## src/include/sppm_defs.vh

```
// Constants for the byte-wide serial port: widths, clock rate table, depths.
// Assumes it is included by bare name from every design file of the port.
// Notes on behaviour
// Master alone starts transfers, drives the clock.
// Every byte shifts out and in together.
// Partner uses the same polarity and phase.
// Master drives clock, 3-bit rate select field.
// Six rates, fastest one quarter of clock.
// Slave takes clock from pin, half rate max.
// Software select source follows level bit.
// Software select ignores the select pin.
// Master needs internal select high to stay.
// Phase-one slave: select low whole transmission.
// Phase-zero slave: low select write collides.
// Software sets rate, select, then enables master.
// Master bit dropped without earlier status write.
// Master data write loads shifter, starts transfer.
// Master shifts out most significant bit first.
// Slave data write loads shifter, MSB first.
// Slave starts on first master clock edge.
// Completed byte sets the done flag.
// Done interrupt needs enable and clear mask.
// Done clears: status access, then data read.
// Data writes ignored while done pending; the code accepts one once a status access has armed the clear.
// Software sets slave mode by clearing master.
// Master select low: fault, disable, interrupt.
// Second byte while pending sets overrun flag.
// Write during transfer discarded, collision flag.
// Reset leaves port disabled slave, flags clear.
`ifndef SPPM_DEFS_VH
`define SPPM_DEFS_VH
`define SPPM_DATA_W 8
`define SPPM_FIFO_DEPTH 16
`define SPPM_FIFO_AW 4
`define SPPM_EDGE_LAST 4'hf
`define SPPM_HALF_W 7
`define SPPM_HALF_R0 7'h02
`define SPPM_HALF_R1 7'h04
`define SPPM_HALF_R2 7'h08
`define SPPM_HALF_R3 7'h10
`define SPPM_HALF_R4 7'h20
`define SPPM_HALF_R5 7'h40
`define SPPM_RATE_RESET 3'h0
`endif

```

## src/rtl/sppm_top.v

```verilog
// Byte-wide full-duplex serial port, master or slave, with software strobes.
// Assumes strobes are one-cycle pulses from logic on clk_sys; pins are asynchronous.
`timescale 1ns/100ps
`include "sppm_defs.vh"
module sppm_top (
	input wire clk_sys,
	input wire reset_n,
	input wire cr_wr,
	input wire [2:0] cr_rate,
	input wire cr_clock_idle_polarity,
	input wire cr_clock_sample_phase,
	input wire cr_master_select,
	input wire cr_spe,
	input wire cr_serial_irq_enable,
	input wire csr_wr,
	input wire csr_ssm,
	input wire csr_ssi,
	input wire csr_rd,
	input wire dr_wr,
	input wire [7:0] dr_wdata,
	input wire dr_rd,
	input wire cpu_irq_mask,
	output reg [7:0] rx_data_r,
	output reg transfer_done_flag_r,
	output reg mode_fault_flag_r,
	output reg overrun_flag_r,
	output reg write_collision_flag_r,
	output reg master_select_r,
	output reg serial_enable_r,
	output reg busy_r,
	output reg irq_req_r,
	input wire sck_in,
	output reg sck_out_r,
	output reg sck_oe_r,
	input wire mosi_in,
	output reg mosi_out_r,
	output reg mosi_oe_r,
	input wire miso_in,
	output reg miso_out_r,
	output reg miso_oe_r,
	input wire ss_n_in
);
	reg [2:0] clock_rate_select_r;
	reg clock_idle_polarity_r;
	reg clock_sample_phase_r;
	reg serial_irq_enable_r;
	reg sel_sw_manage_r;
	reg sel_sw_level_r;
	reg csr_written_r;
	reg done_arm_r;
	reg mode_fault_flag_arm_r;
	reg write_collision_flag_arm_r;
	reg ovr_pend_r;
	reg [7:0] shift_r;
	reg samp_r;
	reg [3:0] edge_cnt_r;
	reg push_valid_r;
	reg [7:0] push_data_r;
	reg [2:0] sck_sync_r;
	reg [1:0] mosi_sync_r;
	reg [1:0] miso_sync_r;
	reg [1:0] ss_sync_r;
	wire sck_s;
	wire sck_prev;
	wire ss_int;
	wire in_bit;
	wire tick;
	wire fifo_in_ready;
	wire fifo_out_valid;
	wire [7:0] fifo_out_data;
	wire fifo_pop;
	wire fifo_flush;
	wire is_master;
	wire slave_sel;
	wire slave_edge;
	wire ev;
	wire lead;
	wire sample_edge;
	wire last_edge;
	wire fault;
	wire done_clear;
	wire wr_ok;
	wire wr_collide;
	wire [7:0] rx_byte;

	// Two-stage synchronisers for every pin input; sck keeps a third stage for edges.
	always @(posedge clk_sys or negedge reset_n)
	begin
		if (!reset_n)
		begin
			sck_sync_r <= 3'h0;
			mosi_sync_r <= 2'h0;
			miso_sync_r <= 2'h0;
			ss_sync_r <= 2'h3;
		end
		else
		begin
			sck_sync_r <= {sck_sync_r[1:0], sck_in};
			mosi_sync_r <= {mosi_sync_r[0], mosi_in};
			miso_sync_r <= {miso_sync_r[0], miso_in};
			ss_sync_r <= {ss_sync_r[0], ss_n_in};
		end
	end

	// Present and previous synchronised clock levels feed the slave edge detector.
	assign sck_s = sck_sync_r[1];
	assign sck_prev = sck_sync_r[2];

	// Internal select comes from the level bit under software control, else the pin.
	assign ss_int = sel_sw_manage_r ? sel_sw_level_r : ss_sync_r[1];
	assign is_master = master_select_r & serial_enable_r;
	assign slave_sel = serial_enable_r & ~master_select_r & ~ss_int;
	assign fault = is_master & ~ss_int;
	assign in_bit = master_select_r ? miso_sync_r[1] : mosi_sync_r[1];

	// Slave edges come only from the master's clock while selected.
	assign slave_edge = slave_sel & (sck_s != sck_prev);
	assign ev = is_master ? (tick & busy_r) : slave_edge;
	// Even edge counts are leading edges; the phase bit picks which edges sample.
	assign lead = ~edge_cnt_r[0];
	assign sample_edge = clock_sample_phase_r ? ~lead : lead;
	assign last_edge = (edge_cnt_r == `SPPM_EDGE_LAST);
	assign rx_byte = {shift_r[6:0], clock_sample_phase_r ? in_bit : samp_r};

	// A data write is refused while a byte is pending and its clear is unarmed, a transfer runs or, for a master, the queue is full.
	assign wr_ok = serial_enable_r & ~busy_r & (~transfer_done_flag_r | done_arm_r) &
		(master_select_r ? fifo_in_ready : (clock_sample_phase_r | ss_int));
	assign wr_collide = dr_wr & serial_enable_r & ~wr_ok &
		(busy_r | (~master_select_r & ~clock_sample_phase_r & ~ss_int) |
		(master_select_r & ~fifo_in_ready));

	// The done flag clears on a data read after a status access armed it.
	assign done_clear = dr_rd & done_arm_r;
	// The queue drains into the data buffer only while no byte waits to be read.
	assign fifo_pop = fifo_out_valid & ~transfer_done_flag_r;
	assign fifo_flush = done_clear & ovr_pend_r;

	// The rate divider runs only during a master transfer, so the clock idles between bytes.
	sppm_clkdiv u_clkdiv (
		.clk_sys(clk_sys),
		.reset_n(reset_n),
		.run(is_master & busy_r),
		.rate(clock_rate_select_r),
		.tick_r(tick)
	);

	// Receive queue between shifter and data buffer; a flush drops the overrun bytes.
	sppm_fifo #(
		.W(`SPPM_DATA_W),
		.D(`SPPM_FIFO_DEPTH),
		.AW(`SPPM_FIFO_AW)
	) u_rx_fifo (
		.clk_sys(clk_sys),
		.reset_n(reset_n),
		.flush(fifo_flush),
		.in_valid(push_valid_r),
		.in_ready(fifo_in_ready),
		.in_data(push_data_r),
		.out_valid(fifo_out_valid),
		.out_ready(~transfer_done_flag_r),
		.out_data(fifo_out_data)
	);

	// Configuration and enables; a mode fault drops both enables at once.
	always @(posedge clk_sys or negedge reset_n)
	begin
		if (!reset_n)
		begin
			clock_rate_select_r <= `SPPM_RATE_RESET;
			clock_idle_polarity_r <= 1'b0;
			clock_sample_phase_r <= 1'b0;
			serial_irq_enable_r <= 1'b0;
			master_select_r <= 1'b0;
			serial_enable_r <= 1'b0;
			sel_sw_manage_r <= 1'b0;
			sel_sw_level_r <= 1'b0;
			csr_written_r <= 1'b0;
		end
		else
		begin
			if (csr_wr)
			begin
				sel_sw_manage_r <= csr_ssm;
				sel_sw_level_r <= csr_ssi;
				csr_written_r <= 1'b1;
			end
			if (fault)
			begin
				master_select_r <= 1'b0;
				serial_enable_r <= 1'b0;
			end
			else if (cr_wr)
			begin
				clock_rate_select_r <= cr_rate;
				clock_idle_polarity_r <= cr_clock_idle_polarity;
				clock_sample_phase_r <= cr_clock_sample_phase;
				serial_irq_enable_r <= cr_serial_irq_enable;
				// Enables stay off while a fault waits, outside its clearing sequence.
				if (!mode_fault_flag_r || mode_fault_flag_arm_r)
				begin
					master_select_r <= cr_master_select & csr_written_r;
					serial_enable_r <= cr_spe;
				end
			end
		end
	end

	// Status flags; in every flag a hardware set wins over a software clear.
	always @(posedge clk_sys or negedge reset_n)
	begin
		if (!reset_n)
		begin
			transfer_done_flag_r <= 1'b0;
			mode_fault_flag_r <= 1'b0;
			overrun_flag_r <= 1'b0;
			write_collision_flag_r <= 1'b0;
			done_arm_r <= 1'b0;
			mode_fault_flag_arm_r <= 1'b0;
			write_collision_flag_arm_r <= 1'b0;
			ovr_pend_r <= 1'b0;
			rx_data_r <= 8'h00;
		end
		else
		begin
			// A status access while the done flag stands arms its clear; the arm drops with it.
			if ((csr_rd || csr_wr) && transfer_done_flag_r)
				done_arm_r <= 1'b1;
			else if (done_clear || !transfer_done_flag_r)
				done_arm_r <= 1'b0;
			// A byte leaving the queue sets the done flag and lands in the data buffer.
			if (fifo_pop)
			begin
				transfer_done_flag_r <= 1'b1;
				rx_data_r <= fifo_out_data;
			end
			else if (done_clear)
				transfer_done_flag_r <= 1'b0;
			// A byte completing while the done flag stands is an overrun.
			if (push_valid_r && transfer_done_flag_r)
			begin
				overrun_flag_r <= 1'b1;
				ovr_pend_r <= 1'b1;
			end
			else
			begin
				if (csr_rd)
					overrun_flag_r <= 1'b0;
				if (fifo_flush)
					ovr_pend_r <= 1'b0;
			end
			// Fault clear: a status read while set, then a control write.
			if (csr_rd && mode_fault_flag_r)
				mode_fault_flag_arm_r <= 1'b1;
			else if (cr_wr)
				mode_fault_flag_arm_r <= 1'b0;
			if (fault)
				mode_fault_flag_r <= 1'b1;
			else if (cr_wr && mode_fault_flag_arm_r)
				mode_fault_flag_r <= 1'b0;
			// Collision clear: a status read while set, then a data read.
			if (csr_rd && write_collision_flag_r)
				write_collision_flag_arm_r <= 1'b1;
			else if (dr_rd)
				write_collision_flag_arm_r <= 1'b0;
			if (wr_collide)
				write_collision_flag_r <= 1'b1;
			else if (dr_rd && write_collision_flag_arm_r)
				write_collision_flag_r <= 1'b0;
		end
	end

	// Shift engine shared by both modes; counts sixteen clock edges per byte.
	always @(posedge clk_sys or negedge reset_n)
	begin
		if (!reset_n)
		begin
			busy_r <= 1'b0;
			shift_r <= 8'h00;
			samp_r <= 1'b0;
			edge_cnt_r <= 4'h0;
			sck_out_r <= 1'b0;
			push_valid_r <= 1'b0;
			push_data_r <= 8'h00;
		end
		else
		begin
			push_valid_r <= 1'b0;
			if (!is_master)
				sck_out_r <= clock_idle_polarity_r;
			// Disable, fault or a slave deselect abandons the byte in flight.
			if (!serial_enable_r || fault || (busy_r && !master_select_r && ss_int))
			begin
				busy_r <= 1'b0;
				edge_cnt_r <= 4'h0;
			end
			// An accepted data write loads the shifter; only a master starts at once.
			else if (dr_wr && wr_ok)
			begin
				shift_r <= dr_wdata;
				edge_cnt_r <= 4'h0;
				busy_r <= master_select_r;
				sck_out_r <= clock_idle_polarity_r;
			end
			// Each serial clock edge samples the input bit or shifts the register, except the first edge with phase one, which does neither.
			else if (ev)
			begin
				busy_r <= ~last_edge;
				edge_cnt_r <= edge_cnt_r + 4'h1;
				if (is_master)
					sck_out_r <= ~sck_out_r;
				if (sample_edge && !last_edge)
					samp_r <= in_bit;
				else if (!(clock_sample_phase_r && edge_cnt_r == 4'h0))
					shift_r <= rx_byte;
				if (last_edge)
				begin
					push_valid_r <= 1'b1;
					push_data_r <= rx_byte;
				end
			end
		end
	end

	// Pin drivers, enables and interrupt request, all registered.
	always @(posedge clk_sys or negedge reset_n)
	begin
		if (!reset_n)
		begin
			sck_oe_r <= 1'b0;
			mosi_oe_r <= 1'b0;
			miso_oe_r <= 1'b0;
			mosi_out_r <= 1'b0;
			miso_out_r <= 1'b0;
			irq_req_r <= 1'b0;
		end
		else
		begin
			sck_oe_r <= is_master & ~fault;
			mosi_oe_r <= is_master & ~fault;
			miso_oe_r <= slave_sel;
			mosi_out_r <= shift_r[7];
			miso_out_r <= shift_r[7];
			// Collisions never raise the request; the mask gates all other causes.
			irq_req_r <= serial_irq_enable_r & ~cpu_irq_mask &
				(transfer_done_flag_r | mode_fault_flag_r | overrun_flag_r);
		end
	end
endmodule // sppm_top

```

## src/rtl/sppm_fifo.v

```verilog
// Synchronous FIFO with valid/ready on both sides and a flush input.
// Assumes one clock and an asynchronous active-low reset.
`timescale 1ns/100ps
`include "sppm_defs.vh"
module sppm_fifo #(
	parameter W = 8,
	parameter D = 16,
	parameter AW = 4
)(
	input wire clk_sys,
	input wire reset_n,
	input wire flush,
	input wire in_valid,
	output wire in_ready,
	input wire [W-1:0] in_data,
	output wire out_valid,
	input wire out_ready,
	output wire [W-1:0] out_data
);
	reg [W-1:0] mem_r [0:D-1];
	reg [AW-1:0] wr_ptr_r;
	reg [AW-1:0] rd_ptr_r;
	reg [AW:0] count_r;
	wire push;
	wire pop;
	genvar gi;

	// Full and empty come straight from the fill count.
	assign in_ready = (count_r != D[AW:0]);
	assign out_valid = (count_r != {(AW+1){1'b0}});
	assign out_data = mem_r[rd_ptr_r];
	assign push = in_valid & in_ready;
	assign pop = out_valid & out_ready;

	// Pointers and count; flush empties the queue and wins over a push.
	always @(posedge clk_sys or negedge reset_n)
	begin
		if (!reset_n)
		begin
			wr_ptr_r <= {AW{1'b0}};
			rd_ptr_r <= {AW{1'b0}};
			count_r <= {(AW+1){1'b0}};
		end
		else if (flush)
		begin
			wr_ptr_r <= {AW{1'b0}};
			rd_ptr_r <= {AW{1'b0}};
			count_r <= {(AW+1){1'b0}};
		end
		else
		begin
			if (push)
				wr_ptr_r <= wr_ptr_r + 1'b1;
			if (pop)
				rd_ptr_r <= rd_ptr_r + 1'b1;
			if (push && !pop)
				count_r <= count_r + 1'b1;
			else if (pop && !push)
				count_r <= count_r - 1'b1;
		end
	end

	// One storage word per entry, written at the write pointer.
	generate
		for (gi = 0; gi < D; gi = gi + 1)
		begin : g_word
			always @(posedge clk_sys or negedge reset_n)
			begin
				if (!reset_n)
					mem_r[gi] <= {W{1'b0}};
				else if (push && !flush && (wr_ptr_r == gi[AW-1:0]))
					mem_r[gi] <= in_data;
			end
		end
	endgenerate
endmodule // sppm_fifo

```

## src/rtl/sppm_clkdiv.v

```verilog
// Serial clock divider: one-cycle tick every half period of the chosen rate.
// Assumes run is held high for the whole of a master transfer.
`timescale 1ns/100ps
`include "sppm_defs.vh"
module sppm_clkdiv (
	input wire clk_sys,
	input wire reset_n,
	input wire run,
	input wire [2:0] rate,
	output reg tick_r
);
	reg [`SPPM_HALF_W-1:0] cnt_r;
	reg [`SPPM_HALF_W-1:0] half;

	// Six half periods; unused codes fall back to the slowest rate.
	always @*
	begin
		case (rate)
			3'h0: half = `SPPM_HALF_R0;
			3'h1: half = `SPPM_HALF_R1;
			3'h2: half = `SPPM_HALF_R2;
			3'h3: half = `SPPM_HALF_R3;
			3'h4: half = `SPPM_HALF_R4;
			default: half = `SPPM_HALF_R5;
		endcase
	end

	// Counts while running and pulses at the end of each half period.
	always @(posedge clk_sys or negedge reset_n)
	begin
		if (!reset_n)
		begin
			cnt_r <= {`SPPM_HALF_W{1'b0}};
			tick_r <= 1'b0;
		end
		else if (!run)
		begin
			cnt_r <= {`SPPM_HALF_W{1'b0}};
			tick_r <= 1'b0;
		end
		else if (cnt_r == half - 1'b1)
		begin
			cnt_r <= {`SPPM_HALF_W{1'b0}};
			tick_r <= 1'b1;
		end
		else
		begin
			cnt_r <= cnt_r + 1'b1;
			tick_r <= 1'b0;
		end
	end
endmodule // sppm_clkdiv

```

## config.mk

```make
export PLATFORM = sky130hd
export DESIGN_NAME = sppm_top
export DESIGN_NICKNAME = d
export VERILOG_FILES = /design/src/rtl/sppm_top.v /design/src/rtl/sppm_fifo.v /design/src/rtl/sppm_clkdiv.v
export VERILOG_INCLUDE_DIRS = /design/src /design/src/include
export SDC_FILE = /design/constraint.sdc
export NUM_CORES = 1
export LEC_CHECK = 0
export BUFFER_PORTS_ARGS = -buffer_cell sky130_fd_sc_hd__buf_2
export CAP_MARGIN = 10
export CORE_MARGIN = 3
export CORE_UTILIZATION = 30
export CTS_CLUSTER_SIZE = 25
export DETAILED_ROUTE_END_ITERATION = 6
export PLACE_DENSITY = 0.44
export REMOVE_ABC_BUFFERS = 1
export SYNTH_ARGS = -nofsm -noshare
export SYNTH_HDL_FRONTEND = slang
export SYNTH_SLANG_ARGS = --single-unit
```

## constraint.sdc

```tcl
create_clock -name clk_sys -period 2.7 [get_ports clk_sys]
set_clock_uncertainty 0.1 [all_clocks]
set_input_delay 0.27 -clock clk_sys [delete_from_list [all_inputs] [get_ports clk_sys]]
set_output_delay 0.27 -clock clk_sys [all_outputs]
set_load 0.01 [all_outputs]
```

==> results_dict.tcl, run 1 <==
set metrics [dict create \
    outcome "completed" \
    layout_commonest_cell "dfrtp_1" \
    synthCells 715 \
    p_total_mw 8.781 \
    drt-total-wl_um 22920 \
    syn_avg_cell_area_um2 13.67 \
    post-route-min-period_ns 2.535 \
    ys_seq_elements 213 \
    drc 0 \
    setup_viol 0 \
    final_cell_mix "dfrtp_1, mux2_2, buf_2" \
    clock-sinks 213 \
    area_delta_synth_final_pct 20.73 \
    synth_edf_count 0 \
    drt_iter0_drc 249 \
    fillers 3072 \
    critPathMaxFanout 4 \
    rsz0062_at_grt "false" \
    cts_max_level 1 \
    cellPowerDensity_nw_per_um2 744.3 \
    worst_pin_slew_ns 0.7347 \
    ys_types 57 \
    root_buffer "clkbuf_16" \
    dpl.hpwl_um 15300 \
    insertion_delay_ns 0.52 \
    fin_crit_sh_pct 93.90 \
    dp_cells 1197 \
    leakage_nw 5.523 \
    crit_path_end_kind "flop" \
    dieWidth_um 186.5 \
    cp.required_ns 3.00 \
    fmax_mhz 394.4 \
    yosysSeqAreaShare_pct 54.56 \
    criticalPathCategory "reg2reg" \
    clock_path_buffers 3 \
    synth_ff_type "dfrtp_1" \
    die_h_um 186.5 \
    m1WireLength_um 10720 \
    yosys.area.top_type "dfrtp_1" \
    routed.top_layer "met4" \
    area.sequential_um2 5336 \
    port_buffers 51 \
    finalSetupTns_ns 0 \
    cp-start-kind "flop" \
    grt_use_total_pct 13.33 \
    max_cap_violations 0 \
    final_cells 1272 \
    async_reset_ff_share_pct 100.0 \
    grt_pass1_wl_um 37290 \
    fin_hold_ws_ns 0.06714 \
    syn-cell-area_um2 9773 \
    multi_input_area_um2 4195 \
    peakVddDrop_mv 0.3964 \
    path_clk_slew_ns 0.06 \
    antenna_found_initial 0 \
    hold_violations 0 \
    hold_path.class "in2reg" \
    yosysWarningCount 0 \
    core_um2 31800 \
    start_util_pct 30.73 \
    overflow 0 \
    num_antenna_cells 0 \
    via_count 6086 \
    io_pins 52 \
    drive_above_1_share_pct 39.67 \
    nNetsFinal 862 \
    rows 65 \
    numCtsBuffers 25 \
    grt_max_degree 64 \
    wire_per_inst_um 18.02 \
    ant_nets 0 \
    cts_tree "done" \
    arrival_ns 2.84 \
    drt_first_pass_iters 4 \
    synth_area_leaders "dfrtp_1, mux2_2, mux4_2, nand2_1, ha_1" \
    place_congestion 0.7864 \
    grt_pass1_vias 6527 \
    synth_top_area_share_pct 54.03 \
    route.met2.wl_um 11000 \
    maxSlewHeadroom_pct 51.02 \
    slew_violations 0 \
    wl_met3_um 752 \
    die_area_um2 34780 \
    viasPerCell 4.785 \
    utilization_pct 37.10 \
]
sequential cells by signal, summed over array words and instances (netlist names), 3 cells and up:
| signal | cells |
|---|---|
| u_rx_fifo.rd_ptr_r | 4 |
| shift_r | 8 |
| clock_rate_select_r | 3 |
| u_rx_fifo.count_r | 5 |
| rx_data_r | 8 |
| u_clkdiv.cnt_r | 7 |
| u_rx_fifo.mem_r | 128 |
| sck_sync_r | 3 |
| u_rx_fifo.wr_ptr_r | 4 |
| push_data_r | 8 |
| edge_cnt_r | 4 |
what timing repair did:
| item | CTS | global route |
|---|---|---|
| endpoints found under the hold margin | 91 | 0 |
| endpoints found under the setup margin | 0 | 1 |
| buffers inserted | 0 | 0 |
| hold buffers | 31 | 0 |
| resized for setup | 0 | 4 |
power breakdown:
part | switching, mW | internal (mW) | total [mW]
Sequential | 0.291 | 3.45 | 3.74
Combinational | 1.06 | 0.812 | 1.87
Clock | 1.29 | 1.89 | 3.18
Total | 2.64 | 6.14 | 8.78
synthesized netlist by cell type, drive strengths merged, types with 2 or more instances:
master and count:
a21boi 2, a21o 5, a21oi 12, a221o 8
and2 8, and3 5, buf 11, clkbuf 26
dfrtp 211, dfstp 2, ha 11, inv 23
mux2 156, mux2i 12, mux4 32, nand2 37
nand2b 6, nand3 24, nand4 5, nor2 39
nor2b 5, nor3 12, nor3b 4, nor4 2
o21a 2, o21ai 11, o221ai 8, xnor2 12
xor2 8
layout make-up:
type                       count  area share, %
clock buffer                  38          6.310
clock inverter                 6         0.2757
inverter                      23         0.7317
multi-input combinational    442          35.56
sequential                   213          45.23
tap                          435          4.613
timing repair buffer         115          7.285
metal layers:
| layer | track usage (%) | up-vias |
|---|---|---|
| met5 | 0 | - |
| met4 | 2.879 | 0 |
| met3 | 2.067 | 37 |
| met2 | 22.22 | 110 |
| met1 | 18.51 | 3157 |
| li1 | - | 2782 |
stage by stage:
| step | worst slack (ns) | cell area [um2] |
|---|---|---|
| after CTS | 0.07603 | 11790 |
| after global routing | 0.007347 | 11800 |
| after global placement | 0.2166 | 10710 |
| after detailed placement | 0.09284 | 10710 |
| final | 0.1646 | 11800 |
| after floorplan | -0.1658 | 9610 |
worst max-delay path, cell delays in order, from the launching register on:
cell	delay, ns
dfrtp_2	0.44
nor4_4	0.32
a21o_1	0.17
nand2_1	0.14
fa_1	0.48
a21o_1	0.18
a21oi_2	0.16
and3_1	0.20
o21ai_1	0.08
nor3b_1	0.14
final timing paths:
path,to,cells after the start,slack (ns),startpoint
max,u_rx_fifo.count_r[4],9,0.16,u_rx_fifo.count_r[1]
min reg2reg,mosi_sync_r[1],0,0.25,mosi_sync_r[0]
min,write_collision_flag_r,4,0.07,dr_wr
max reg2reg,u_rx_fifo.count_r[4],9,0.16,u_rx_fifo.count_r[1]
max in group asynchronous,u_rx_fifo.mem_r[96],3,1.52,reset_n
min in group asynchronous,u_rx_fifo.mem_r[37],2,0.22,reset_n
cells by family (layout without fill, tap and decap cells):
| family | Yosys count | in the layout | synth area share (%) |
|---|---|---|---|
| AND/OR/NAND/NOR | 151 | 151 | 7.963 |
| XOR/XNOR | 20 | 20 | 1.792 |
| multiplexers | 200 | 200 | 26.92 |
| adder cells (fa/ha/maj) | 12 | 12 | 1.613 |
| buffers and inverters | 60 | 182 | 2.547 |
| flip-flops | 213 | 213 | 54.56 |
| AO/OA/AOI/OAI | 59 | 59 | 4.596 |
(Power assumes the default switching activity.)
==> run 2: changes to the inputs <==
--- a/config.mk
+++ b/config.mk
@@ -12,8 +12,9 @@
 export CORE_UTILIZATION = 30
 export CTS_CLUSTER_SIZE = 25
 export DETAILED_ROUTE_END_ITERATION = 6
-export PLACE_DENSITY = 0.44
+export PLACE_DENSITY = 0.43
 export REMOVE_ABC_BUFFERS = 1
 export SYNTH_ARGS = -nofsm -noshare
 export SYNTH_HDL_FRONTEND = slang
+export SYNTH_HIERARCHICAL = 1
 export SYNTH_SLANG_ARGS = --single-unit
==> run 2 against run 1 <==
  * Die area up 2.8%
  * Global-route usage increased by 0.17 points
  * Synthesized cell count rose by 0.14%
  * Largest cell class unchanged
==> results_dict.tcl, run 2 <==
set metrics [dict create \
    outcome "completed" \
    root_buffer "clkbuf_16" \
    num_antenna_cells 0 \
    die_area_um2 35760 \
    synthCells 716 \
    syn-cell-area_um2 10060 \
    peakVddDrop_mv 0.5558 \
    grt_use_total_pct 13.50 \
    path_cells "buf_4 -> or4_1 -> o211a_1 -> nand4b_4 -> mux2_2" \
    rows 66 \
    final_cell_mix "dfrtp_1, mux2_2, buf_2" \
    numCtsBuffers 26 \
    insertion_delay_ns 0.53 \
    wire_per_inst_um 18.40 \
    leakage_nw 5.640 \
    ys_seq_elements 213 \
    yosysMostFrequentCell "dfrtp_1" \
    grt_pass1_wl_um 38430 \
    clock_path_buffers 3 \
    crit_path_end_kind "flop" \
    fin_crit_sh_pct 93.09 \
    syn_avg_cell_area_um2 14.05 \
    area_delta_synth_final_pct 19.64 \
    dieWidth_um 189.1 \
    grt_max_degree 74 \
    drt_first_pass_iters 6 \
    nNetsFinal 853 \
    fin_hold_ws_ns 0.03417 \
    synthTopCellsByCount "dfrtp_1, mux2_2, mux4_2" \
    synth_top_area_share_pct 52.50 \
    core_um2 32780 \
    slew_violations 0 \
    synth_edf_count 0 \
    cts_max_level 1 \
    io_pins 52 \
    worst_pin_slew_ns 0.7387 \
    timing.reg2reg.worst_path_depth 5 \
    finalSetupTns_ns 0 \
    ys_types 69 \
    place_congestion 0.7159 \
    synth_area_leaders "dfrtp_1, mux2_2, mux4_2, ha_1, nand2_1" \
    post-route-min-period_ns 2.513 \
    cp_slowest_cell "or4_1" \
    cellPowerDensity_nw_per_um2 776.3 \
    arrival_ns 2.82 \
    viasPerCell 4.870 \
    dpl.hpwl_um 15590 \
    setup_viol 0 \
    hold_violations 0 \
    crit_start "u_rx_fifo/count_r[0]" \
    ant_nets 0 \
    path_clk_slew_ns 0.06 \
    reg2reg_setup_slack_ns 0.19 \
    via_count 6195 \
    drt-total-wl_um 23410 \
    yosysWarningCount 6 \
    criticalPathCategory "reg2reg" \
    rsz0062_at_grt "true" \
    critPathMaxFanout 8 \
    grt_pass1_vias 6697 \
    slowest_delay_ns 0.55 \
    start_util_pct 30.68 \
    fmax_mhz 397.9 \
    r2r-start "u_rx_fifo/count_r[0]" \
    drt_iter0_drc 220 \
    port_buffers 51 \
    clock-sinks 213 \
    p_total_mw 9.341 \
    crit_end "u_rx_fifo/mem_r[4]" \
    drc 0 \
    maxSlewHeadroom_pct 50.11 \
    cts_tree "done" \
    cp-start-kind "flop" \
    top_register "u_rx_fifo/mem_r" \
    overflow 0 \
    hold_path.class "in2reg" \
    synth_ff_type "dfrtp_1" \
    layout_commonest_cell "dfrtp_1" \
    hold_depth 3 \
    largest_reg_flops 128 \
    yosysSeqAreaShare_pct 53.02 \
    max_cap_violations 0 \
    drive_above_1_share_pct 40.84 \
    antenna_found_initial 0 \
    yosys.area.top_type "dfrtp_1" \
    async_reset_ff_share_pct 100.0 \
    die_h_um 189.1 \
    r2r-end "u_rx_fifo/mem_r[4]" \
    cp.required_ns 3.00 \
]
==> run 2: changes by cell type in the layout (fill, tap and decap cells not counted), moves of 8 or more <==
cell      delta
mux2_2      +10
o221ai_1     -8
mux2_4       -8
nand3_1     -15
mux4_2       +8
a221oi_1     +9
==> run 2: power breakdown <==
part	total (mW)	internal, mW	leakage (nW)	switching, mW
clock	3.38	2.04	0.407	1.34
combinational	2.17	0.977	2.37	1.20
sequential	3.79	3.46	2.86	0.327
==> run 2: cell families (layout without fill, tap and decap cells) <==
logic type | Yosys count | count (layout) | share of synthesized area [%]
AOI/OAI and AO/OA | 73 | 73 | 5.512
xor gates and xnor gates | 16 | 16 | 1.393
adders and majority gates | 13 | 13 | 1.692
buffers and inverters | 68 | 182 | 3.446
DFF | 213 | 213 | 53.02
muxes | 203 | 203 | 27.20
and+or+nand+nor | 130 | 130 | 7.738
==> run 2: repair_timing <==
action	in CTS	in global routing
buffers inserted	0	1
endpoints found under the hold margin	95	0
setup endpoints to repair	0	10
hold buffers	25	0
resized for setup	0	2
==> run 2: how the worst min path moves through the flow <==
stage / startpoint / to / slack (ns)
final: dr_wdata[2] / shift_r[2] / 0.03
after global routing: dr_wdata[2] / shift_r[2] / 0.03
after CTS: dr_wdata[2] / shift_r[2] / 0.01
after detailed placement: reset_n / rx_data_r[4] / 0.21
after global placement: reset_n / rx_data_r[4] / 0.20
after floorplan: reset_n / busy_r / -0.13
==> run 2: final cells by class <==
cell class / count / area (um2)
clock buffer: 44 / 778.2
clock inverter: 4 / 56.30
fill: 3178 / 20750
inverter: 24 / 90.09
multi-input combinational: 435 / 4388
sequential: 213 / 5334
tap: 442 / 553.0
timing repair buffer: 110 / 833.3
==> run 2: critical path, delay by kind of cell, from the launching register on <==
| kind | cells | cell delay (ns) |
|---|---|---|
| buf+inv | 1 | 0.17 |
| compound gates | 1 | 0.49 |
| flops | 1 | 0.39 |
| mux | 1 | 0.36 |
| simple gates | 2 | 0.87 |
==> run 2: stage by stage <==
step	std cells	instance area, um2	setup slack, ns	utilization [%]
floorplan	672	9801	-0.3092	-
global placement	1198	10920	0.09608	33.30
detailed placement	1198	10920	0.07029	33.30
CTS	1271	12000	0.07806	36.61
global route	1272	12030	-0.05364	36.70
finish	1272	12030	0.1867	36.70
==> run 2: routing by layer <==
layer | up-vias | part of all wire (%) | GRT usage [%]
li1 | 2818 | - | -
met1 | 3229 | 46 | 18.27
met2 | 111 | 48 | 22.58
met3 | 37 | 3.9 | 2.240
met4 | 0 | 2.3 | 3.609
met5 | - | 0 | 0
